File: config.mk
export PLATFORM = sky130hd
export DESIGN_NAME = hmsc_top
export DESIGN_NICKNAME = d
export VERILOG_FILES = /design/src/shared/hmsc_pkg.sv /design/src/design/hmsc_top.sv
export SDC_FILE = /design/constraint.sdc
export NUM_CORES = 1
export LEC_CHECK = 0
export ABC_CLOCK_PERIOD_IN_PS = 1700
export BUFFER_PORTS_ARGS = -buffer_cell sky130_fd_sc_hd__buf_2
export CORE_MARGIN = 8
export CORE_UTILIZATION = 40
export DETAILED_ROUTE_END_ITERATION = 8
export GPL_TIMING_DRIVEN = 0
export PLACE_DENSITY = 0.75
export SKIP_LAST_GASP = 1
export SYNTH_ARGS = -nofsm -noshare
export SYNTH_HDL_FRONTEND = slang
export SYNTH_SLANG_ARGS = --single-unit
File: constraint.sdc
create_clock -name REF_CLK -period 1.7 [get_ports REF_CLK]
set_input_delay 0.17 -clock REF_CLK [delete_from_list [all_inputs] [get_ports REF_CLK]]
set_output_delay 0.17 -clock REF_CLK [all_outputs]
set_load 0.02 [all_outputs]
File: src/shared/hmsc_pkg.sv
// Constants for the halt-mode standby control block.
// Assumes a single clock domain and a plain word-wide register port.
package hmsc_pkg;

    // ------------------------------------------------------------
    // Register map
    // ------------------------------------------------------------
    localparam logic [3:0] HMSC_ADDR_CONF   = 4'h0;
    localparam logic [3:0] HMSC_ADDR_MASK   = 4'h4;
    localparam logic [3:0] HMSC_ADDR_STATUS = 4'h8;

    // ------------------------------------------------------------
    // Field positions
    // ------------------------------------------------------------
    localparam int HMSC_CONF_ACK_EN_BIT  = 0;
    localparam int HMSC_CONF_LONG_WT_BIT = 1;
    localparam int HMSC_ST_HALT_BIT      = 0;
    localparam int HMSC_ST_WAIT_BIT      = 1;
    localparam int HMSC_ST_ENTRY_LOW_BIT = 2;
    localparam int HMSC_ST_LS_STOP_BIT   = 3;
    localparam int HMSC_ST_PEND_BIT      = 4;

    // ------------------------------------------------------------
    // Reset values
    // ------------------------------------------------------------
    localparam logic [1:0] HMSC_CONF_RESET = 2'h0;
    localparam logic       HMSC_MASK_RESET = 1'b1;

    // ------------------------------------------------------------
    // Timing counts, in CPU clocks
    // ------------------------------------------------------------
    localparam logic [3:0] HMSC_WAIT_VEC_SHORT = 4'h8;
    localparam logic [3:0] HMSC_WAIT_VEC_LONG  = 4'h9;
    localparam logic [3:0] HMSC_WAIT_RES_SHORT = 4'h2;
    localparam logic [3:0] HMSC_WAIT_RES_LONG  = 4'h3;

    // ------------------------------------------------------------
    // Count clock codes
    // ------------------------------------------------------------
    localparam logic [2:0] HMSC_TMRB_SEL_LS_DIV128 = 3'h7;

    // ------------------------------------------------------------
    // States
    // ------------------------------------------------------------
    typedef enum logic [1:0] {
        HMSC_RUN,
        HMSC_HALT,
        HMSC_WAIT
    } hmsc_state_e;

endpackage : hmsc_pkg

File: src/design/hmsc_top.sv
// Halt-mode standby control: CPU clock gate, latch hold, peripheral run enables, wake-up.
// Assumes the core pulses HALT_EXEC for one cycle and the selections come from REF_CLK logic.
//
// Implementation choices: strobed register access and the placing of the registers.
`timescale 1ns/100ps
`default_nettype none

module hmsc_top
    import hmsc_pkg::*;
#(
    parameter int NUM_INT   = 8,
    parameter int PORT_BITS = 8
) (
    // Clock, reset, enable
    input  wire logic                 REF_CLK,
    input  wire logic                 RESET,
    input  wire logic                 CLK_EN,
    // Register port
    input  wire logic [3:0]           REG_ADDR,
    input  wire logic [31:0]          REG_WDATA,
    input  wire logic                 REG_WR,
    input  wire logic                 REG_RD,
    output logic      [31:0]          REG_RDATA,
    // CPU core
    input  wire logic                 HALT_EXEC,
    input  wire logic                 CPU_ON_LOW_SPEED,
    output logic                      CPU_CLK_EN,
    output logic                      HALT_ACTIVE,
    output logic                      VECTOR_REQ,
    output logic                      RESUME_REQ,
    output logic                      RESET_VECTOR_REQ,
    output logic                      STATE_HOLD,
    // Interrupt requests
    input  wire logic [NUM_INT-1:0]   INT_REQ,
    // External reset pin, asynchronous
    input  wire logic                 EXT_RESET_PIN,
    // Oscillator option and status
    input  wire logic                 LS_OSC_UNSTOPPABLE,
    input  wire logic                 LS_OSC_SW_STOPPED,
    // Peripheral count clock selections
    input  wire logic [2:0]           TMR_B_CLK_SEL,
    input  wire logic                 TMR_A_EXT_SEL,
    input  wire logic                 UART_CLK_TMR_A,
    // Port latches
    input  wire logic [PORT_BITS-1:0] PORT_LATCH_IN,
    output logic      [PORT_BITS-1:0] PORT_LATCH_OUT,
    // Peripheral run enables
    output logic                      HS_PERIPH_RUN,
    output logic                      TMR_A_RUN,
    output logic                      TMR_B_RUN,
    output logic                      UART_RUN,
    output logic                      WDT_RUN
);

    // ------------------------------------------------------------
    // Declarations
    // ------------------------------------------------------------
    hmsc_state_e          state_r;
    hmsc_state_e          state_nxt;
    logic [1:0]           conf_r;
    logic [NUM_INT-1:0]   mask_r;
    logic [31:0]          rdata_r;
    logic [3:0]           wait_cnt_r;
    logic [3:0]           wait_cnt_nxt;
    logic                 entry_low_r;
    logic                 ls_stop_r;
    logic                 vec_sel_r;
    logic                 vec_req_r;
    logic                 res_req_r;
    logic                 rst_req_r;
    logic [PORT_BITS-1:0] port_r;
    logic                 ext_rst_s1_r;
    logic                 ext_rst_s2_r;
    logic                 ext_rst_d_r;
    logic                 ext_rst_rise;
    logic                 wake;
    logic                 halted;
    logic                 low_entry_halt;
    logic                 tmr_a_ok;
    logic                 wait_done;
    logic                 entry_take;
    logic [31:0]          status_word;

    // ------------------------------------------------------------
    // External reset pin synchroniser
    // ------------------------------------------------------------
    always_ff @(posedge REF_CLK) begin
        if (RESET) begin
            ext_rst_s1_r <= 1'b0;
            ext_rst_s2_r <= 1'b0;
            ext_rst_d_r  <= 1'b0;
        end else if (CLK_EN) begin
            ext_rst_s1_r <= EXT_RESET_PIN;
            ext_rst_s2_r <= ext_rst_s1_r;
            ext_rst_d_r  <= ext_rst_s2_r;
        end
    end

    // Edge only, so a held pin requests the vector once
    assign ext_rst_rise = ext_rst_s2_r & ~ext_rst_d_r;

    // ------------------------------------------------------------
    // Wake sources
    // ------------------------------------------------------------
    // unmasked request wakes
    assign wake = |(INT_REQ & ~mask_r);

    // ------------------------------------------------------------
    // Sequencer
    // ------------------------------------------------------------
    always_comb begin
        state_nxt    = state_r;
        wait_cnt_nxt = wait_cnt_r;
        unique case (state_r)
            HMSC_RUN: begin
                if (HALT_EXEC) begin
                    state_nxt = HMSC_HALT;
                end
            end
            HMSC_HALT: begin
                if (ext_rst_rise) begin
                    state_nxt = HMSC_RUN;
                end else if (wake) begin
                    state_nxt = HMSC_WAIT;
                    if (conf_r[HMSC_CONF_ACK_EN_BIT]) begin
                        wait_cnt_nxt = conf_r[HMSC_CONF_LONG_WT_BIT] ? HMSC_WAIT_VEC_LONG
                                                                      : HMSC_WAIT_VEC_SHORT;
                    end else begin
                        wait_cnt_nxt = conf_r[HMSC_CONF_LONG_WT_BIT] ? HMSC_WAIT_RES_LONG
                                                                      : HMSC_WAIT_RES_SHORT;
                    end
                end
            end
            HMSC_WAIT: begin
                if (ext_rst_rise) begin
                    state_nxt = HMSC_RUN;
                end else if (wait_cnt_r == 4'h1) begin
                    state_nxt    = HMSC_RUN;
                    wait_cnt_nxt = 4'h0;
                end else begin
                    wait_cnt_nxt = wait_cnt_r - 4'h1;
                end
            end
            // Unused code falls back to run
            default: begin
                state_nxt    = HMSC_RUN;
                wait_cnt_nxt = 4'h0;
            end
        endcase
    end

    always_ff @(posedge REF_CLK) begin
        if (RESET) begin
            state_r <= HMSC_RUN;
        end else if (CLK_EN) begin
            state_r <= state_nxt;
        end
    end

    always_ff @(posedge REF_CLK) begin
        if (RESET) begin
            wait_cnt_r <= 4'h0;
        end else if (CLK_EN) begin
            wait_cnt_r <= wait_cnt_nxt;
        end
    end

    // ------------------------------------------------------------
    // Entry conditions captured at the halt instruction
    // ------------------------------------------------------------
    assign entry_take = (state_r == HMSC_RUN) && HALT_EXEC;

    always_ff @(posedge REF_CLK) begin
        if (RESET) begin
            entry_low_r <= 1'b0;
        end else if (CLK_EN && entry_take) begin
            entry_low_r <= CPU_ON_LOW_SPEED;
        end
    end

    always_ff @(posedge REF_CLK) begin
        if (RESET) begin
            ls_stop_r <= 1'b0;
        end else if (CLK_EN && entry_take) begin
            ls_stop_r <= ~LS_OSC_UNSTOPPABLE & LS_OSC_SW_STOPPED;
        end
    end

    // ------------------------------------------------------------
    // Exit pulses to the core
    // ------------------------------------------------------------
    // A reset edge in the last wait cycle wins over the wake pulse
    assign wait_done = (state_r == HMSC_WAIT) && !ext_rst_rise && (wait_cnt_r == 4'h1);

    always_ff @(posedge REF_CLK) begin
        if (RESET) begin
            vec_sel_r <= 1'b0;
        end else if (CLK_EN && state_r == HMSC_HALT && wake) begin
            vec_sel_r <= conf_r[HMSC_CONF_ACK_EN_BIT];
        end
    end

    always_ff @(posedge REF_CLK) begin
        if (RESET) begin
            vec_req_r <= 1'b0;
            res_req_r <= 1'b0;
        end else if (CLK_EN) begin
            vec_req_r <= wait_done && vec_sel_r;
            res_req_r <= wait_done && !vec_sel_r;
        end
    end

    always_ff @(posedge REF_CLK) begin
        if (RESET) begin
            rst_req_r <= 1'b0;
        end else if (CLK_EN) begin
            rst_req_r <= ext_rst_rise;
        end
    end

    // ------------------------------------------------------------
    // Port latch hold
    // ------------------------------------------------------------
    assign halted = (state_r != HMSC_RUN);

    always_ff @(posedge REF_CLK) begin
        if (RESET) begin
            port_r <= '0;
        end else if (CLK_EN) begin
            if (!halted && !entry_take) begin
                port_r <= PORT_LATCH_IN;
            end
        end
    end

    // ------------------------------------------------------------
    // Register port
    // ------------------------------------------------------------
    always_ff @(posedge REF_CLK) begin
        if (RESET) begin
            conf_r <= HMSC_CONF_RESET;
        end else if (CLK_EN && REG_WR && REG_ADDR == HMSC_ADDR_CONF) begin
            conf_r <= REG_WDATA[1:0];
        end
    end

    // Masks reset set, so nothing wakes before software opens a source
    always_ff @(posedge REF_CLK) begin
        if (RESET) begin
            mask_r <= {NUM_INT{HMSC_MASK_RESET}};
        end else if (CLK_EN && REG_WR && REG_ADDR == HMSC_ADDR_MASK) begin
            mask_r <= REG_WDATA[NUM_INT-1:0];
        end
    end

    always_comb begin
        status_word                        = 32'h0;
        status_word[HMSC_ST_HALT_BIT]      = (state_r == HMSC_HALT);
        status_word[HMSC_ST_WAIT_BIT]      = (state_r == HMSC_WAIT);
        status_word[HMSC_ST_ENTRY_LOW_BIT] = entry_low_r;
        status_word[HMSC_ST_LS_STOP_BIT]   = ls_stop_r;
        status_word[HMSC_ST_PEND_BIT]      = wake;
    end

    always_ff @(posedge REF_CLK) begin
        if (RESET) begin
            rdata_r <= 32'h0;
        end else if (CLK_EN) begin
            if (REG_RD) begin
                unique case (REG_ADDR)
                    HMSC_ADDR_CONF:   rdata_r <= {30'h0, conf_r};
                    HMSC_ADDR_MASK:   rdata_r <= {{(32-NUM_INT){1'b0}}, mask_r};
                    HMSC_ADDR_STATUS: rdata_r <= status_word;
                    default:          rdata_r <= 32'h0;
                endcase
            end else begin
                rdata_r <= 32'h0;
            end
        end
    end

    // ------------------------------------------------------------
    // Peripheral run enables
    // ------------------------------------------------------------
    assign low_entry_halt = halted & entry_low_r;

    // high-speed set only on fast entry
    assign HS_PERIPH_RUN = ~low_entry_halt;

    assign TMR_B_RUN = ~low_entry_halt | (TMR_B_CLK_SEL == HMSC_TMRB_SEL_LS_DIV128);

    assign tmr_a_ok  = ~low_entry_halt | TMR_A_EXT_SEL;
    assign TMR_A_RUN = tmr_a_ok;

    // serial port from running timer A
    assign UART_RUN = ~low_entry_halt | (UART_CLK_TMR_A & TMR_A_EXT_SEL);

    assign WDT_RUN = ~halted | LS_OSC_UNSTOPPABLE;

    // ------------------------------------------------------------
    // Core-facing outputs
    // ------------------------------------------------------------
    // CPU clock gated through halt and wait
    assign CPU_CLK_EN       = ~halted;
    assign HALT_ACTIVE      = halted;
    // core holds its state while this is high
    assign STATE_HOLD       = halted;
    assign VECTOR_REQ       = vec_req_r;
    assign RESUME_REQ       = res_req_r;
    assign RESET_VECTOR_REQ = rst_req_r;
    assign PORT_LATCH_OUT   = port_r;
    assign REG_RDATA        = rdata_r;

endmodule : hmsc_top

`default_nettype wire

==> impl_metrics.env, run 1 <==
export IMPL_powerDensity_nw_per_um2=777.5
export IMPL_path_cells="inv_2 -> ha_4 -> or3b_4 -> a311oi_4 -> o31ai_2 -> mux2i_1 -> nor2_1"
export IMPL_rows=26
export IMPL_critical_path_peak_fanout=3
export IMPL_max_freq_ghz=0.5904
export IMPL_clk_pin_slew_worst_paths_ps=80
export IMPL_cp_end_kind="register"
export IMPL_syn_area_per_cell_um2=8.820
export IMPL_hold_path_class="in2reg"
export IMPL_final_max_slew_viol_count=0
export IMPL_grt_max_degree=13
export IMPL_syn_to_final_growth_pct=34.27
export IMPL_grt_pass1_vias=1816
export IMPL_setup_viol=0
export IMPL_min_period_ps=1694
export IMPL_fillCellCount=518
export IMPL_synth_cell_types=41
export IMPL_cts_made_buffers=5
export IMPL_yosysWarningCount=0
export IMPL_grt_pass1_wl_mm=8.569
export IMPL_relSlewSlack_pct=56.08
export IMPL_die_area_um2=7957
export IMPL_die_h_um=89.20
export IMPL_cts_htree_levels=2
export IMPL_die_w_um=89.20
export IMPL_power_leakage_nw=1.372
export IMPL_worst_endpoint_required_ps=1870
export IMPL_nets=418
export IMPL_regArea_um2=828.3
export IMPL_max_cap_violations=0
export IMPL_drt_first_pass_iters=4
export IMPL_layout_commonest_cell="buf_2"
export IMPL_via_count=1936
export IMPL_tritoncts="done"
export IMPL_hold_buffers=0
export IMPL_multi_input_area_um2=1201
export IMPL_worstSetupPathType="reg2reg"
export IMPL_vias_per_cell=4.654
export IMPL_initial_utilization_pct=41.70
export IMPL_drt_iter0_drc=92
export IMPL_cpPeakStageDelay_ps=390
export IMPL_place_congestion=0.8699
export IMPL_crit_arrival_ps=1870
export IMPL_clock_latency_ps=300
export IMPL_yosysSeqAreaShare_pct=38.30
export IMPL_dp_slack_ps=-127.8
export IMPL_fin_skew_ps=5.769
export IMPL_wirelength_mm=5.681
export IMPL_synth_seq_cells=41
export IMPL_antennaDiodeCount=0
export IMPL_io_buffers=68
export IMPL_final_cell_mix="68 x buf_2, 37 x dfxtp_1, 32 x buf_4"
export IMPL_finalCritPeriodShare_pct=99.63
export IMPL_drive_gt1_share_pct=36.99
export IMPL_dp_hpwl_mm=4.419
export IMPL_irDropWorstVdd_mv=0.6019
export IMPL_antenna_found_initial=0
export IMPL_cp_slowest_cell="or3b_4"
export IMPL_avgRoutedWirePerCell_um=13.66
export IMPL_rsz0062_at_grt="yes"
export IMPL_finalHoldWorstSlack_ps=76.01
export IMPL_max_slew_worst_pin_slew_ps=657.6
export IMPL_status="finished, final reports clean"
export IMPL_coreArea_um2=5140
export IMPL_grt_overflow_total=0
export IMPL_dp_cells=404
export IMPL_layout_setup_ws_ps=6.362
export IMPL_synth_flop_cell="dfxtp_1"
export IMPL_ys_async_sr_fraction_pct=0
export IMPL_drc=0
export IMPL_clockBufferDepth=2
export IMPL_clock_root_buffer="clkbuf_8"
export IMPL_grt_util_all_layers_pct=13.81
export IMPL_hold_viol=0
export IMPL_ios=118
export IMPL_final_core_util_pct=55.99
export IMPL_synthCells=243
export IMPL_cp_start_kind="register"
export IMPL_fin_cells=416
export IMPL_regToRegSetupSlack_ps=6
export IMPL_cts_sinks=41
export IMPL_netlist_area_um2=2143
export IMPL_synth_edf_count=0
export IMPL_antenna_left=0
-- area by class of cell --
| class | count | area share (%) |
|---|---|---|
| clock inverter | 1 | 1.043 |
| clock buffer | 7 | 3.000 |
| tap | 70 | 3.043 |
| buffer | 34 | 8.087 |
| multi-input combinational | 180 | 41.74 |
| sequential | 41 | 28.78 |
| timing repair buffer | 72 | 12.87 |
| inverter | 11 | 1.435 |
-- cell families after synthesis --
kind of cell | count (synthesis) | synth area share, %
AOI/OAI and AO/OA | 41 | 14.77
adders and majority gates | 6 | 3.503
muxes | 20 | 9.340
buffers and inverters | 45 | 12.67
other | 1 | 0.1750
and+or+nand+nor | 89 | 21.25
DFF | 41 | 38.30
-- Yosys cell counts (all sizes together), types with 2 or more instances --
master   count  area [um^2]
dfxtp       41        820.8
nor2        32        127.6
buf         28        207.7
mux2i       20        200.2
nand2       14        52.55
nor2b       12        75.07
inv         11        41.29
nand2b      11        68.82
a211o        8        70.07
a22oi        8        60.06
clkbuf       6        22.52
ha           6        75.07
nand3        6        30.03
a21oi        5        25.02
o21ai        5        25.02
nor3         3        15.01
a22o         2        17.52
nand4        2        12.51
o2111ai      2        17.52
or2          2        12.51
-- routing by layer --
layer | global-route usage, % | part of all wire, % | vias up | routed length [um]
li1 | - | - | 994 | -
met1 | 16.54 | 42 | 870 | 2371
met2 | 23.16 | 47 | 65 | 2691
met3 | 5.239 | 10 | 7 | 585
met4 | 2.266 | 0.56 | 0 | 32
met5 | 0 | 0 | - | 0
-- registers in the layout (all words and copies together) (netlist names), 2 cells and up --
register	cells
REG_RDATA	8
state_r	2
conf_r	2
wait_cnt_r	4
PORT_LATCH_OUT	8
mask_r	8
-- report_power, final --
group	switching, W	internal [W]
Combinational	0.000241	0.000185
Clock	0.000333	0.000479
Sequential	0.0000161	0.000983
-- metrics by stage --
step | TNS (ps) | area, um^2 | power (W)
finish | 0 | 2878 | 0.002237
global route | -103.3 | 2878 | 0.002343
CTS | -11.65 | 2843 | 0.002231
detailed placement | -142.4 | 2660 | 0.001417
global placement | -148.3 | 2660 | 0.001412
floorplan | 0 | 2232 | 0.001300
-- worst paths after layout --
check	cells after the start	to	from
setup reg to reg	7	state_r[0]	wait_cnt_r[1]
hold reg to reg	2	VECTOR_REQ	VECTOR_REQ
hold / removal	2	mask_r[7]	REG_WDATA[7]
setup / recovery	7	state_r[0]	wait_cnt_r[1]
-- what timing repair did --
action / 4_1_cts / 5_1_grt
gates cloned: 0 / 0
resized for setup: 9 / 10
setup endpoints to repair: 3 / 20
pin swaps: 1 / 2
setup buffers: 4 / 0
-- critical path: cells and delay by family, from the launching register on --
family	cells	cell delay, ps
AND/OR/NAND/NOR	2	440
AO/OA/AOI/OAI	2	420
flip-flops	1	330
multiplexers	1	180
adder cells (fa/ha/maj)	1	130
buffers and inverters	1	80
Power figures use the tool's default switching activity.
==> inputs of run 2 (changes only) <==
--- a/config.mk
+++ b/config.mk
@@ -5,7 +5,7 @@
 export SDC_FILE = /design/constraint.sdc
 export NUM_CORES = 1
 export LEC_CHECK = 0
-export ABC_CLOCK_PERIOD_IN_PS = 1700
+export ABC_CLOCK_PERIOD_IN_PS = 1400
 export BUFFER_PORTS_ARGS = -buffer_cell sky130_fd_sc_hd__buf_2
 export CORE_MARGIN = 8
 export CORE_UTILIZATION = 40
==> constraint.sdc (replaced) <==
create_clock -name REF_CLK -period 1.4 [get_ports REF_CLK]
set_input_delay 0.14 -clock REF_CLK [delete_from_list [all_inputs] [get_ports REF_CLK]]
set_output_delay 0.14 -clock REF_CLK [all_outputs]
set_load 0.02 [all_outputs]
==> run 2 against run 1 <==
Compared with the run above:
- the run now ends with setup timing left
- clock-buffer cell count decreased by 1
- setup slack got worse by 280 ps
- non-clock buffer count increased by 11
- first-iteration DRC count increased by 23%
- via count increased by 6.8%
- power increased by 27%
- clock skew increased by 5.4 ps
- critical path depth unchanged
- clock power increased by 24%
- utilization increased by 4.7 points
- wire length increased by 7.4%
- critical endpoint unchanged
==> impl_metrics.env, run 2 (synthesis gave the netlist of run 1 again) <==
export IMPL_worstSetupPathType="reg2reg"
export IMPL_max_slew_worst_pin_slew_ps=676.2
export IMPL_place_area_um2=2699
export IMPL_setup_viol=23
export IMPL_clk_pin_slew_worst_paths_ps=90
export IMPL_hold_viol=0
export IMPL_syn_to_final_growth_pct=45.53
export IMPL_crit_family="simple AND/OR/NAND/NOR gates"
export IMPL_grt_util_all_layers_pct=14.44
export IMPL_final_cell_mix="61 x buf_2, 38 x buf_4, 36 x dfxtp_1"
export IMPL_coreArea_um2=5140
export IMPL_drive_gt1_share_pct=42.58
export IMPL_drt_iter0_drc=113
export IMPL_clock_latency_ps=300
export IMPL_place_congestion=0.8304
export IMPL_grt_overflow_total=0
export IMPL_drc=0
export IMPL_dp_slack_ps=-338.7
export IMPL_wirelength_mm=6.100
export IMPL_finalSetupTns_ps=-3373
export IMPL_max_freq_ghz=0.5970
export IMPL_regToRegSetupSlack_ps=-270
export IMPL_clockBufferDepth=2
export IMPL_via_count=2067
export IMPL_min_to="mask_r[6]"
export IMPL_layout_setup_ws_ps=-275.0
export IMPL_antennaDiodeCount=0
export IMPL_cp_end_kind="register"
export IMPL_cts_sinks=41
export IMPL_dp_cells=404
export IMPL_antenna_found_initial=0
export IMPL_finalCritPeriodShare_pct=119.6
export IMPL_worstRegToRegCells=7
export IMPL_final_max_slew_viol_count=0
export IMPL_cts_htree_levels=2
export IMPL_drt_first_pass_iters=6
export IMPL_cp_start_kind="register"
export IMPL_die_w_um=89.20
export IMPL_die_area_um2=7957
export IMPL_path_buf_inv=1
export IMPL_hold_depth=2
export IMPL_worstReg2RegStart="wait_cnt_r[1]"
export IMPL_avgRoutedWirePerCell_um=14.29
export IMPL_cpPeakStageDelay_ps=410
export IMPL_vias_per_cell=4.841
export IMPL_rsz0062_at_grt="yes"
export IMPL_ios=118
export IMPL_worst_endpoint_required_ps=1580
export IMPL_dp_hpwl_mm=4.456
export IMPL_status="finished with violations"
export IMPL_power_leakage_nw=1.474
export IMPL_io_buffers=68
export IMPL_grt_max_degree=14
export IMPL_fin_cells=427
export IMPL_grt_pass1_wl_mm=9.073
export IMPL_grt_pass1_vias=1942
export IMPL_violations="setup timing"
export IMPL_r2r_end="state_r[0]"
export IMPL_tritoncts="done"
export IMPL_max_cap_violations=0
export IMPL_initial_utilization_pct=41.70
export IMPL_hold_buffers=0
export IMPL_irDropWorstVdd_mv=0.8255
export IMPL_rows=26
export IMPL_die_h_um=89.20
export IMPL_layout_commonest_cell="buf_2"
export IMPL_finalPower_w=0.002840
export IMPL_cts_made_buffers=5
export IMPL_antenna_left=0
export IMPL_fin_skew_ps=11.20
export IMPL_cp_slowest_cell="or3b_4"
export IMPL_nets=429
export IMPL_powerDensity_nw_per_um2=910.5
export IMPL_critical_path_peak_fanout=3
export IMPL_relSlewSlack_pct=54.83
export IMPL_min_period_ps=1675
export IMPL_fin_area_um2=3119
export IMPL_crit_arrival_ps=1850
export IMPL_hold_path_class="in2reg"
export IMPL_min_delay_start="REG_WDATA[6]"
export IMPL_clock_root_buffer="clkbuf_8"
export IMPL_path_cells="inv_2 -> ha_4 -> or3b_4 -> a311oi_4 -> o31ai_2 -> mux2i_1 -> nor2_1"
==> run 2: routing by layer <==
layer / global-route usage (%) / share of wire [%] / vias to the layer above
met1: 16.38 / 38 / 950
li1: - / - / 1012
met3: 4.596 / 13 / 13
met2: 25.45 / 48 / 92
met4: 3.625 / 1.0 / 0
met5: 0 / 0 / -
==> run 2: area by class of cell <==
| type | count | area [um^2] |
|---|---|---|
| buffer | 32 | 217.7 |
| clock buffer | 6 | 82.58 |
| clock inverter | 2 | 37.54 |
| fill | 484 | 2021 |
| inverter | 11 | 50.05 |
| multi-input combinational | 180 | 1279 |
| sequential | 41 | 834.6 |
| tap | 70 | 87.58 |
| timing repair buffer | 85 | 530.5 |
==> run 2: what timing repair did <==
| item | 4_1_cts | 5_1_grt |
|---|---|---|
| buffers inserted | 12 | 5 |
| endpoints found under the setup margin | 22 | 25 |
| pin swaps | 11 | 11 |
| gates resized for setup | 35 | 15 |
==> run 2: power by group <==
part | leakage (nW) | switching, W | internal (W)
clock | 0.0574 | 0.000433 | 0.000580
combinational | 1.08 | 0.000322 | 0.000290
sequential | 0.335 | 0.0000236 | 0.00119
total | 1.47 | 0.000778 | 0.00206
==> run 2: worst max-delay path by stage <==
stage | startpoint | endpoint | slack, ps | cells past startpoint
floorplan | wait_cnt_r[1] | state_r[0] | -200 | 7
global placement | wait_cnt_r[0] | state_r[0] | -310 | 6
detailed placement | wait_cnt_r[1] | state_r[0] | -340 | 7
CTS | wait_cnt_r[1] | state_r[0] | -240 | 7
global route | wait_cnt_r[1] | state_r[0] | -380 | 7
finish | wait_cnt_r[1] | state_r[0] | -270 | 7
==> run 2: metrics by stage <==
stage | hold slack, ps | utilization, %
5_1_grt | 55.29 | 60.69
3_3_place_gp | 344.2 | 52.51
3_5_place_dp | 348.5 | 52.51
2_1_floorplan | 257.9 | -
4_1_cts | 47.52 | 58.91
6_report | 45.69 | 60.69
